### config.mk
export PLATFORM = sky130hd
export DESIGN_NAME = paux_top
export DESIGN_NICKNAME = d
export VERILOG_FILES = /design/src/verilog/paux_pkg.sv /design/src/verilog/paux_pulse.sv /design/src/verilog/paux_outmux.sv /design/src/verilog/paux_top.sv
export SDC_FILE = /design/constraint.sdc
export NUM_CORES = 1
export LEC_CHECK = 0
export BUFFER_PORTS_ARGS = -buffer_cell sky130_fd_sc_hd__buf_4
export CORE_MARGIN = 10
export CORE_UTILIZATION = 40
export CTS_CLUSTER_DIAMETER = 200
export DETAILED_ROUTE_END_ITERATION = 16
export PLACE_DENSITY_LB_ADDON = 0.2
export SLEW_MARGIN = 20
export SYNTH_ARGS = -nofsm -noshare
export SYNTH_HDL_FRONTEND = slang
export SYNTH_HIERARCHICAL = 1
export SYNTH_SLANG_ARGS = --single-unit
### constraint.sdc
create_clock -name hclk -period 7.53 [get_ports hclk]
set_clock_uncertainty 0.15 [all_clocks]
set_input_delay 1.8825 -clock hclk [delete_from_list [all_inputs] [get_ports hclk]]
set_output_delay 1.8825 -clock hclk [all_outputs]
set_load 0.005 [all_outputs]
### src/verilog/paux_pkg.sv
// Functional notes
// - eight window discriminators pulse on a peak between own levels.
// - each window discriminator pulse is a fixed 100 ns wide.
// - a window pulse comes just after the shaped pulse starts to fall.
// - the input count pulse is exactly one clock wide.
// - the input count pulse is raised as the shaped pulse starts to rise.
// - the fast channel separately flags two pulses as close as 120 ns.
// - the trigger is high while searching; its fall marks the peak.
// - the detector reset signal is high for the whole lockout.
// - a fast hit starts the one-shot, held while pile-up is checked.
// - pile-up is flagged at the end of the last one-shot, if it occurred.
// - an event is accepted only if the gate is true at the trigger fall.
// - each aux output follows one software-selected internal signal.
// - software assigns each aux input to one internal function.
// - the serial host link uses only data lines, with no handshake; the code has an AHB-Lite register port instead.
// - the clock is 20 MHz or 80 MHz; cycle widths scale with it.
package paux_pkg;
    // ****************************************************************
    // register map, word aligned
    // ****************************************************************
    localparam logic [7:0] ADDR_CTRL     = 8'h00;
    localparam logic [7:0] ADDR_AUXSEL   = 8'h04;
    localparam logic [7:0] ADDR_STATUS   = 8'h08;
    localparam logic [7:0] ADDR_IRQ_STAT = 8'h0c;
    localparam logic [7:0] ADDR_IRQ_MASK = 8'h10;
    localparam logic [7:0] ADDR_THR_BASE = 8'h20;
    localparam int         NUM_WIN       = 8;
    localparam int         LEVEL_W       = 16;
    // ****************************************************************
    // fields
    // ****************************************************************
    localparam int CTRL_CLK80_BIT   = 0;
    localparam int CTRL_LOCKOUT_LSB = 8;
    localparam int CTRL_ONESHOT_LSB = 20;
    localparam logic [31:0] CTRL_RESET = 32'h0064_0101;
    localparam int AUXSEL_W = 3;
    localparam int IRQ_W    = 4;
    localparam int IRQ_ACCEPT = 0;
    localparam int IRQ_REJECT = 1;
    localparam int IRQ_PILEUP = 2;
    localparam int IRQ_DETRST = 3;
    // ****************************************************************
    // timing
    // ****************************************************************
    localparam int WIN_PULSE_NS = 100;
    localparam int CLK80_MHZ    = 80;
    localparam int CLK20_MHZ    = 20;
    localparam logic [3:0] WIN_CYC80 = 4'((WIN_PULSE_NS*CLK80_MHZ)/1000);
    localparam logic [3:0] WIN_CYC20 = 4'((WIN_PULSE_NS*CLK20_MHZ)/1000);
    // ****************************************************************
    // auxiliary selections
    // ****************************************************************
    typedef enum logic [2:0] {
        PAUX_OUT_COUNT   = 3'b000,
        PAUX_OUT_TRIG    = 3'b001,
        PAUX_OUT_DETRST  = 3'b010,
        PAUX_OUT_ONESHOT = 3'b011,
        PAUX_OUT_PILEUP  = 3'b100,
        PAUX_OUT_WIN0    = 3'b101,
        PAUX_OUT_LOW     = 3'b110
    } paux_outsel_type;
    typedef enum logic [1:0] {
        PAUX_IN_NONE   = 2'b00,
        PAUX_IN_GATE   = 2'b01,
        PAUX_IN_DETRST = 2'b10
    } paux_insel_type;
    typedef struct packed {
        logic                fast_hit;
        logic                peak_found;
        logic                preamp_reset;
        logic [LEVEL_W-1:0]  peak_level;
    } paux_event_type;
endpackage

### src/verilog/paux_pulse.sv
`timescale 1ns/1ps
// fixed width pulse stretcher, retriggerable
module paux_pulse (
    // clock and reset
    input  wire logic       hclk,
    input  wire logic       hresetn,
    // control
    input  wire logic       fire,
    input  wire logic [3:0] width,
    // output
    output logic            pulse
);
    logic [3:0] count;
    always_ff @(posedge hclk or negedge hresetn) begin
        if (!hresetn) begin
            count <= 4'h0;
        end else if (fire) begin
            count <= width;
        end else if (count != 4'h0) begin
            count <= count - 4'h1;
        end
    end
    assign pulse = (count != 4'h0);
endmodule

### src/verilog/paux_outmux.sv
`timescale 1ns/1ps
// glitch-free source switch: waits for both old and new low
module paux_outmux (
    // clock and reset
    input  wire logic       hclk,
    input  wire logic       hresetn,
    // sources and select
    input  wire logic [7:0] sources,
    input  wire logic [2:0] select,
    // pin
    output logic            aux_out
);
    logic [2:0] active_sel;
    logic       next_out;
    wire        old_low = !sources[active_sel];
    wire        new_low = !sources[select];
    always_ff @(posedge hclk or negedge hresetn) begin
        if (!hresetn) begin
            active_sel <= 3'h6;
        end else if (old_low && new_low) begin
            active_sel <= select;
        end
    end
    assign next_out = sources[active_sel];
    always_ff @(posedge hclk or negedge hresetn) begin
        if (!hresetn) begin
            aux_out <= 1'b0;
        end else begin
            aux_out <= next_out;
        end
    end
endmodule

### src/verilog/paux_top.sv
// Chosen here: the AHB-Lite register port and the register addresses.
`timescale 1ns/1ps
module paux_top
    import paux_pkg::*;
#(
    parameter int NUM_AUX = 2
) (
    // ahb-lite slave
    input  wire logic        hclk,
    input  wire logic        hresetn,
    input  wire logic        hsel,
    input  wire logic [7:0]  haddr,
    input  wire logic [1:0]  htrans,
    input  wire logic        hwrite,
    input  wire logic [2:0]  hsize,
    input  wire logic [31:0] hwdata,
    input  wire logic        hready,
    output logic [31:0]      hrdata,
    output logic             hreadyout,
    output logic             hresp,
    // pulse processor events
    input  wire paux_pkg::paux_event_type evt,
    // auxiliary pins
    input  wire logic [1:0]  aux_in,
    output logic [1:0]       aux_out,
    output logic [7:0]       win_out,
    // internal signals and interrupt
    output logic             input_count_pulse,
    output logic             event_accept,
    output logic             irq
);
    import paux_pkg::*;

    // ****************************************************************
    // parameter checks
    // ****************************************************************
    generate
        if (NUM_AUX != 2) begin : g_bad_aux
            $error("paux_top serves two auxiliary lines");
        end
        // a zero count would leave the window pulses dead
        if (WIN_CYC20 == 4'h0) begin : g_bad_width
            $error("window pulse shorter than one clock");
        end
    endgenerate

    // ****************************************************************
    // bus slave
    // ****************************************************************
    logic [31:0]           ctrl;
    logic [2*AUXSEL_W+3:0] auxsel;
    logic [IRQ_W-1:0]      irq_stat;
    logic [IRQ_W-1:0]      irq_mask;
    logic [LEVEL_W-1:0]    lower_level_threshold [NUM_WIN];
    logic [LEVEL_W-1:0]    upper_level_threshold [NUM_WIN];
    logic                  wr_pend;
    logic [7:0]            wr_addr;

    // threshold words fill one aligned block, one word per window
    function automatic logic in_thr_block(input logic [7:0] addr);
        return (addr >= ADDR_THR_BASE) &&
               (addr < ADDR_THR_BASE + 8'(4 * NUM_WIN));
    endfunction

    wire  xfer     = hsel && hready && htrans[1];
    wire  is_thr   = in_thr_block(wr_addr);
    wire  [2:0] thr_idx = wr_addr[4:2];
    // no wait states: every register answers at once
    assign hreadyout = 1'b1;
    assign hresp     = 1'b0;

    always_ff @(posedge hclk or negedge hresetn) begin
        if (!hresetn) begin
            wr_pend <= 1'b0;
            wr_addr <= 8'h00;
        end else begin
            wr_pend <= xfer && hwrite;
            if (xfer) wr_addr <= haddr;
        end
    end

    // ctrl and auxsel are live: ctrl and aux input routing act at once, an aux output select once its old and new sources are low
    always_ff @(posedge hclk or negedge hresetn) begin
        if (!hresetn) begin
            ctrl   <= CTRL_RESET;
            auxsel <= '0;
            irq_mask <= '0;
        end else if (wr_pend) begin
            if (wr_addr == ADDR_CTRL)     ctrl     <= hwdata;
            if (wr_addr == ADDR_AUXSEL)   auxsel   <= hwdata[2*AUXSEL_W+3:0];
            if (wr_addr == ADDR_IRQ_MASK) irq_mask <= hwdata[IRQ_W-1:0];
        end
    end

    // one word holds both levels of a window
    always_ff @(posedge hclk or negedge hresetn) begin
        if (!hresetn) begin
            for (int i = 0; i < NUM_WIN; i++) begin
                lower_level_threshold[i] <= '0;
                upper_level_threshold[i] <= '1;
            end
        end else if (wr_pend && is_thr) begin
            lower_level_threshold[thr_idx] <= hwdata[LEVEL_W-1:0];
            upper_level_threshold[thr_idx] <= hwdata[31:16];
        end
    end

    // ****************************************************************
    // input synchronisers and aux input routing
    // ****************************************************************
    // two flops: the aux pins run free of hclk
    logic [1:0] aux_meta;
    logic [1:0] aux_sync;
    always_ff @(posedge hclk or negedge hresetn) begin
        if (!hresetn) begin
            aux_meta <= 2'b00;
            aux_sync <= 2'b00;
        end else begin
            aux_meta <= aux_in;
            aux_sync <= aux_meta;
        end
    end
    wire [1:0] in_sel0 = auxsel[7:6];
    wire [1:0] in_sel1 = auxsel[9:8];
    wire gate_used = (in_sel0 == PAUX_IN_GATE) || (in_sel1 == PAUX_IN_GATE);
    wire gate_lvl  = (in_sel0 == PAUX_IN_GATE && aux_sync[0]) ||
                     (in_sel1 == PAUX_IN_GATE && aux_sync[1]);
    wire ext_reset = (in_sel0 == PAUX_IN_DETRST && aux_sync[0]) ||
                     (in_sel1 == PAUX_IN_DETRST && aux_sync[1]);

    // ****************************************************************
    // event timing
    // ****************************************************************
    wire        clk80    = ctrl[CTRL_CLK80_BIT];
    wire [3:0]  win_cyc  = clk80 ? WIN_CYC80 : WIN_CYC20;
    wire [11:0] lockout  = ctrl[CTRL_LOCKOUT_LSB +: 12];
    wire [11:0] one_len  = ctrl[CTRL_ONESHOT_LSB +: 12];
    logic trig;
    logic det_reset;
    logic [11:0] lock_cnt;
    logic [11:0] one_cnt;
    logic pile_seen;
    logic pileup;
    logic peak_fall;
    logic [LEVEL_W-1:0] peak_hold;

    // one cycle per fast hit outside detector reset, hits one idle clock apart give distinct pulses
    always_ff @(posedge hclk or negedge hresetn) begin
        if (!hresetn) begin
            input_count_pulse <= 1'b0;
        end else begin
            input_count_pulse <= evt.fast_hit && !det_reset;
        end
    end

    always_ff @(posedge hclk or negedge hresetn) begin
        if (!hresetn) begin
            trig <= 1'b0;
        end else if (evt.fast_hit && !det_reset) begin
            trig <= 1'b1;
        end else if (evt.peak_found || det_reset) begin
            trig <= 1'b0;
        end
    end
    assign peak_fall = trig && (evt.peak_found || det_reset) &&
                       !(evt.fast_hit && !det_reset);

    // a preamp reset during lockout restarts the count
    always_ff @(posedge hclk or negedge hresetn) begin
        if (!hresetn) begin
            lock_cnt <= 12'h000;
        end else if (evt.preamp_reset || ext_reset) begin
            lock_cnt <= lockout;
        end else if (lock_cnt != 12'h000) begin
            lock_cnt <= lock_cnt - 12'h001;
        end
    end
    assign det_reset = lock_cnt != 12'h000;

    // retriggered by each hit; pile-up remembered until the window ends
    always_ff @(posedge hclk or negedge hresetn) begin
        if (!hresetn) begin
            one_cnt   <= 12'h000;
            pile_seen <= 1'b0;
            pileup    <= 1'b0;
        end else begin
            pileup <= 1'b0;
            if (evt.fast_hit) begin
                one_cnt <= one_len;
                if (one_cnt != 12'h000) pile_seen <= 1'b1;
            end else if (one_cnt == 12'h001) begin
                one_cnt   <= 12'h000;
                pileup    <= pile_seen;
                pile_seen <= 1'b0;
            end else if (one_cnt != 12'h000) begin
                one_cnt <= one_cnt - 12'h001;
            end
        end
    end

    // a fall forced by a detector reset is an abort, not an event
    wire peak_taken = peak_fall && evt.peak_found;

    // gate sampled at the trigger fall; no gate routed means accept
    logic event_reject;
    logic win_fire;
    always_ff @(posedge hclk or negedge hresetn) begin
        if (!hresetn) begin
            event_accept <= 1'b0;
            event_reject <= 1'b0;
            peak_hold    <= '0;
            win_fire     <= 1'b0;
        end else begin
            event_accept <= peak_taken && (!gate_used || gate_lvl);
            event_reject <= peak_taken && gate_used && !gate_lvl;
            win_fire     <= peak_taken;
            if (peak_fall) peak_hold <= evt.peak_level;
        end
    end

    // ****************************************************************
    // window discriminators
    // ****************************************************************
    // retriggerable: a peak inside a pulse restarts its width
    genvar w;
    generate
        for (w = 0; w < NUM_WIN; w++) begin : g_win
            wire in_win = win_fire &&
                peak_hold >= lower_level_threshold[w] &&
                peak_hold <= upper_level_threshold[w];
            paux_pulse u_pulse (
                .hclk    (hclk),
                .hresetn (hresetn),
                .fire    (in_win),
                .width   (win_cyc),
                .pulse   (win_out[w])
            );
        end
    endgenerate

    // ****************************************************************
    // auxiliary outputs
    // ****************************************************************
    // codes 6 and 7 stay low, a quiet parking place
    wire [7:0] out_src = {1'b0, 1'b0, win_out[0], pileup,
                          (one_cnt != 12'h000), det_reset, trig,
                          input_count_pulse};
    genvar a;
    generate
        for (a = 0; a < 2; a++) begin : g_aux
            paux_outmux u_mux (
                .hclk    (hclk),
                .hresetn (hresetn),
                .sources (out_src),
                .select  (auxsel[a*AUXSEL_W +: AUXSEL_W]),
                .aux_out (aux_out[a])
            );
        end
    endgenerate

    // ****************************************************************
    // interrupts, write one to clear, set wins
    // ****************************************************************
    // an event in the clearing cycle stays set
    wire [IRQ_W-1:0] irq_set = {evt.preamp_reset, pileup,
                                event_reject, event_accept};
    wire [IRQ_W-1:0] irq_clr = (wr_pend && wr_addr == ADDR_IRQ_STAT) ?
                               hwdata[IRQ_W-1:0] : '0;
    always_ff @(posedge hclk or negedge hresetn) begin
        if (!hresetn) begin
            irq_stat <= '0;
        end else begin
            irq_stat <= (irq_stat & ~irq_clr) | irq_set;
        end
    end
    assign irq = |(irq_stat & irq_mask);

    // ****************************************************************
    // read data; hrdata is registered and valid in the data phase
    // ****************************************************************
    // data taken in the address phase; unmapped reads give zero
    logic [31:0] next_rdata;
    wire  [7:0]  ra = haddr;
    wire  [2:0]  ri = ra[4:2];
    wire  [31:0] status_word = {25'h0, pile_seen, (one_cnt != 12'h000),
                                det_reset, trig, aux_sync, 1'b0};
    always_comb begin
        next_rdata = 32'h0000_0000;
        if (ra == ADDR_CTRL) next_rdata = ctrl;
        else if (ra == ADDR_AUXSEL) next_rdata = {22'h0, auxsel};
        else if (ra == ADDR_STATUS) next_rdata = status_word;
        else if (ra == ADDR_IRQ_STAT) next_rdata = {28'h0, irq_stat};
        else if (ra == ADDR_IRQ_MASK) next_rdata = {28'h0, irq_mask};
        else if (in_thr_block(ra))
            next_rdata = {upper_level_threshold[ri],
                          lower_level_threshold[ri]};
    end
    always_ff @(posedge hclk or negedge hresetn) begin
        if (!hresetn) begin
            hrdata <= 32'h0000_0000;
        end else if (xfer && !hwrite) begin
            hrdata <= next_rdata;
        end
    end
endmodule

==> results.toml, run 1 <==
[cells_and_area]
fin_area_um2 = 30400
drive_gt1_share_pct = 25.4
post-route-util_pct = 45.9
finalNetCount = 2992
layout_commonest_cell = "dfrtp_1"
final_cell_mix = "dfrtp_1, inv_1, ha_1"
nFillCells = 6107
multiInputGateArea_um2 = 14200
diodes = 0
stdcell_count = 3552
area_delta_synth_final_pct = 13.1
ff_latch_area_um2 = 11100

[sta]
finalCritPeriodShare_pct = 56.0
slew_viol_final = 0
fmax_mhz = 237
fin_crit_ps = 4220
rsz0062_at_grt = "false"
slew_headroom_pct = 26.7
setup_violations = 0
hold_violations = 0
tightest_slew_ps = 1100
finalSetupTns_ps = 0

[clocking]
ctsResizeCount = 0
cts-buffers-inserted = 53
cts-htree-levels = 2
cts_sinks = 438
clk_pin_slew_worst_paths_ps = 60
clock_latency_ps = 610
post_cts_buffers = 0
cts_hold_buffers = 0
ctsRootBufferMaster = "clkbuf_16"
cts_tree = "done"
clockBufferDepth = 3

[drt]
ant_nets = 0
totalWireLength_mm = 79.0
via_count = 19600
post_drt_wl_per_cell_um = 22.2
drc = 0
drt_iter0_drc = 1187
firstDrtPassIters = 5
vias_per_cell = 5.52

[global_routing]
grt_pass1_vias = 20400
grt.total_usage_pct = 20.1
grt_max_degree = 114
grt-ovfl-total = 0
antenna_found_initial = 2
grt_pass1_wl_mm = 122

[power]
switching_power_mw = 3.25
p_clk_share_pct = 29.4
power_frac_seq_pct = 35.5
ir_drop_uv = 145
p_leak_nw = 14.5
power_frac_comb_pct = 35.1
p_per_area_nw_per_um2 = 300
switching_share_pct = 35.7
p_int_mw = 5.85

[setup_path]
cp_slowest_cell = "a22oi_1"
end_kind = "register"
crit_required_ps = 7850
cp-start-kind = "register"
worst-path-buf-inv = 1
path_delay_family = "compound AO/OA/AOI/OAI gates"
path_cells = "inv_1 > ha_1 > nor3b_1 > o21ai_0 > a211oi_1 > or4b_2 > a22oi_1 > nor3_1 > a221o_1"
path_class = "register to register"
slowest_delay_ps = 890
crit_cells = 9
r2r_cells = 9
crit_arrival_ps = 4540
crit_fanout = 16

[floorplanning]
io_pins = 118
core_um2 = 66200
die_w_um = 279
start_util_pct = 40.6
die_y_um = 279
die-area_um2 = 77900
num_rows = 94

[synthesis]
syn_area_um2 = 26900
avgSynthCellArea_um2 = 10.5
synth-edff-count = 0
ys_types = 79
async_reset_ff_share_pct = 100
syn_inst = 2556
yosysSeqAreaShare_pct = 41.4
synth.yosys.warnings = 6
yosys_most_used_dff = "dfrtp_1"
synth-seq-cells = 438

[place]
post_dp_cell_area_um2 = 28500
dp_cells = 3452
hpwlAfterDp_mm = 58.5
place.gp.congestion = 0.863
port_buffers = 111

[job]
cap_violations = 0

[worst_hold_path]
hp-class = "register to register"
hold_depth = 0

[run_status]
outcome = "finished, final reports clean"
-- through the flow --
step	hold slack, ps	total power [mW]	setup WS [ps]
floorplan	181	5.32	4010
global placement	190	6.30	2910
detailed placement	190	6.44	2890
CTS	200	9.18	3200
global route	206	9.73	3220
finish	199	9.10	3310
-- kinds of logic after synthesis --
group                    Yosys count  synth area share, %
AND/OR/NAND/NOR                  574                 10.5
other                              2               0.0279
adder cells (fa/ha/maj)          277                 12.9
flip-flops                       438                 41.4
multiplexers                     339                 17.2
XOR/XNOR                          25                0.815
buffers and inverters            420                 6.38
AO/OA/AOI/OAI                    481                 10.8
-- final timing paths --
check	endpoint	slack, ps	from
worst max register to register	g_win[5].u_pulse/count[3]	3310	peak_hold[0]
worst min register to register	aux_sync[1]	200	aux_meta[1]
max in group asynchronous	lower_level_threshold[17]	4630	hresetn
min in group asynchronous	hrdata[14]	1170	hresetn
worst max-delay path	g_win[5].u_pulse/count[3]	3310	peak_hold[0]
worst min-delay path	aux_sync[1]	200	aux_meta[1]
-- state kept, by name (all words and copies together) (netlist names), 10 cells and up --
name / cells
ctrl: 32
lower_level_threshold: 128
hrdata: 32
g_win.u_pulse/count: 32
peak_hold: 16
upper_level_threshold: 128
auxsel: 10
lock_cnt: 12
one_cnt: 12
-- routing by layer --
metal / vias up / GRT usage, % / wire length [um]
li1: 9180 / - / -
met1: 9937 / 26.1 / 35300
met2: 388 / 34.1 / 38100
met3: 99 / 3.16 / 3570
met4: 0 / 5.92 / 2060
met5: - / 0 / 0
-- synthesized netlist by cell type, types with 8 or more instances --
library cell / count / share of area [%]
mux2_4: 16 / 0.89
nand2_1: 254 / 3.5
mux2_2: 205 / 8.6
mux4_2: 65 / 5.4
inv_1: 281 / 3.9
dfstp_2: 137 / 13
xnor2_1: 14 / 0.46
clkbuf_1: 53 / 0.74
a22oi_1: 12 / 0.34
nor3_1: 26 / 0.48
xor2_1: 11 / 0.36
nand3_1: 31 / 0.58
o21ai_0: 225 / 4.2
buf_4: 8 / 0.22
or3b_1: 9 / 0.29
nor2_1: 101 / 1.4
mux2i_1: 48 / 1.8
buf_2: 71 / 1.3
nand4_1: 34 / 0.79
ha_1: 277 / 13
a21oi_1: 98 / 1.8
a221o_1: 12 / 0.45
a211oi_1: 36 / 1.0
dfrtp_1: 301 / 28
nor3b_1: 15 / 0.42
and4_1: 8 / 0.26
a21o_1: 21 / 0.59
nor2b_1: 23 / 0.54
nand2b_1: 14 / 0.33
o211ai_1: 12 / 0.34
a221oi_1: 9 / 0.29
or2b_2: 8 / 0.26
-- power groups by stage --
stage | Sequential, mW | Clock, mW | Combinational (mW)
2_1_floorplan | 3.18 | 0 | 2.14
3_3_place_gp | 3.23 | 0 | 3.06
3_5_place_dp | 3.25 | 0 | 3.19
4_1_cts | 3.22 | 2.75 | 3.21
5_1_grt | 3.27 | 2.83 | 3.63
6_report | 3.23 | 2.68 | 3.19
-- layout make-up --
| cell class | count | area share, % |
|---|---|---|
| Clock buffer | 77 | 5.10 |
| Multi-Input combinational cell | 1722 | 46.6 |
| Inverter | 284 | 3.52 |
| Sequential cell | 438 | 36.6 |
| Timing Repair Buffer | 145 | 3.69 |
| Tap cell | 864 | 3.56 |
| Clock inverter | 22 | 0.885 |
No activity file was read; power rests on OpenSTA's default activity.
==> run 2: changes to the inputs <==
==> constraint.sdc (replaced) <==
create_clock -name hclk -period 4.4 [get_ports hclk]
set_clock_uncertainty 0.15 [all_clocks]
set_input_delay 1.1 -clock hclk [delete_from_list [all_inputs] [get_ports hclk]]
set_output_delay 1.1 -clock hclk [all_outputs]
set_load 0.005 [all_outputs]
==> run 2 against run 1 <==
Fmax rose by 9.9%. Critical path depth fell by 1. Total power rose by 74%. Largest cell class unchanged. Wire length rose by 0.26%. First-iteration DRC count rose by 7.2%. Final cell count rose by 0.45%. Count of clock-buffer cells in the layout fell by 8. Core utilization rose by 0.40 points.
==> results.toml, run 2 (same netlist as run 1, synthesis figures left out) <==
[clocking]
clk_pin_slew_worst_paths_ps = 60
clock_latency_ps = 620
clockBufferDepth = 3
ctsResizeCount = 0
ctsRootBufferMaster = "clkbuf_16"
cts-htree-levels = 2
cts_hold_buffers = 0
cts-buffers-inserted = 52
post_cts_buffers = 0
cts_tree = "done"
cts_sinks = 438

[sta]
rsz0062_at_grt = "false"
worst_hold_slack_ps = 204
tightest_slew_ps = 958
fmax_mhz = 261
finalCritPeriodShare_pct = 87.2
slew_viol_final = 0
slew_headroom_pct = 36.1
setup_violations = 0
finalSetupTns_ps = 0
fin_crit_ps = 3840
hold_violations = 0

[drt]
drt_iter0_drc = 1273
ant_nets = 0
via_count = 19700
firstDrtPassIters = 5
post_drt_wl_per_cell_um = 22.2
totalWireLength_mm = 79.2
vias_per_cell = 5.51
drc = 0

[setup_path]
cp-start-kind = "register"
crit_required_ps = 4750
cp_slowest_cell = "dfrtp_1"
crit_fanout = 17
r2r_cells = 8
path_cells = "ha_1 > a211oi_1 > o211ai_1 > o31a_1 > a21boi_0 > o32a_1 > nor3_1 > a221o_1"
slowest_delay_ps = 960
crit_arrival_ps = 4180
path_class = "register to register"
end_kind = "register"

[job]
cap_violations = 0

[worst_hold_path]
hp-class = "register to register"
hold_depth = 0

[global_routing]
grt.total_usage_pct = 20.2
grt-ovfl-total = 0
grtUsageMet2_pct = 34.9
grt_max_degree = 116
grt_busiest_layer = "met2"
antenna_found_initial = 2
grt_pass1_wl_mm = 122
use_met1_pct = 25.5
grt_pass1_vias = 20700
use_met3_pct = 3.08

[place]
post_dp_cell_area_um2 = 28700
hpwlAfterDp_mm = 58.7
place.gp.congestion = 0.912
port_buffers = 111

[floorplanning]
die_w_um = 279
core_um2 = 66200
die-area_um2 = 77900
die_y_um = 279
io_pins = 118
start_util_pct = 40.6
num_rows = 94

[cells_and_area]
drive_gt1_share_pct = 26.0
layout_commonest_cell = "dfrtp_1"
diodes = 0
nFillCells = 6112
fin_area_um2 = 30700
finalNetCount = 3008
largestRegisters = "lower_level_threshold x128, upper_level_threshold x128"
area_delta_synth_final_pct = 14.1
final_cell_mix = "dfrtp_1, inv_1, ha_1"

[power]
p_per_area_nw_per_um2 = 517
ir_drop_uv = 302
p_leak_nw = 14.7

[run_status]
outcome = "finished, final reports clean"
[run 2: changes by cell type in the layout (fill, tap and decap cells not counted), moves of 4 or more]
cell	previous run	this run
clkbuf_1	13	7
clkinv_2	12	8
clkinvlp_4	1	5
buf_12	2	6
bufinv_16	6	10
buf_4	142	155
[run 2: critical path, delay by kind of cell (launching register included)]
kind,cells,cell delay [ps]
adder cells (fa/ha/maj),1,390
AO/OA/AOI/OAI,6,2100
flip-flops,1,960
AND/OR/NAND/NOR,1,110
[run 2: final cells by class]
type | instances | area, um^2 | area share [%]
clock buffers | 69 | 1470 | 4.78
clock inverters | 29 | 443 | 1.44
inverters | 284 | 1070 | 3.49
multi-input cells | 1722 | 14200 | 46.2
flip-flops and latches | 438 | 11100 | 36.3
well taps | 864 | 1080 | 3.53
repair buffers | 162 | 1300 | 4.24
[run 2: final timing paths]
| kind | from | end | slack (ps) |
|---|---|---|---|
| min in group asynchronous | hresetn | lower_level_threshold[111] | 300 |
| worst min register to register | aux_meta[0] | aux_sync[0] | 200 |
| worst min-delay path | aux_meta[0] | aux_sync[0] | 200 |
| worst max-delay path | peak_hold[5] | g_win[0].u_pulse/count[3] | 560 |
| max in group asynchronous | hresetn | g_win[2].u_pulse/count[0] | 2740 |
| worst max register to register | peak_hold[5] | g_win[0].u_pulse/count[3] | 560 |
[run 2: where the power goes]
| part | total (mW) | internal [mW] | switching, mW |
|---|---|---|---|
| logic | 5.40 | 2.47 | 2.93 |
| clock network | 4.80 | 2.94 | 1.86 |
| registers | 5.65 | 4.79 | 0.861 |
[run 2: per-layer routing]
metal  routed length [um]  part of all wire (%)
met5                    7                0.0088
met4                 2320                   2.9
met3                 4070                   5.1
met1                34400                    43
met2                38400                    48
[run 2: per-stage QoR]
step / cells / util, % / power, mW / worst slack (ps)
2_1_floorplan: 2580 / - / 9.10 / 1500
3_3_place_gp: 3470 / 43.4 / 10.8 / 744
3_5_place_dp: 3470 / 43.4 / 11.1 / 640
4_1_cts: 3568 / 46.3 / 16.0 / 608
5_1_grt: 3568 / 46.3 / 16.9 / 453
6_report: 3568 / 46.3 / 15.8 / 563
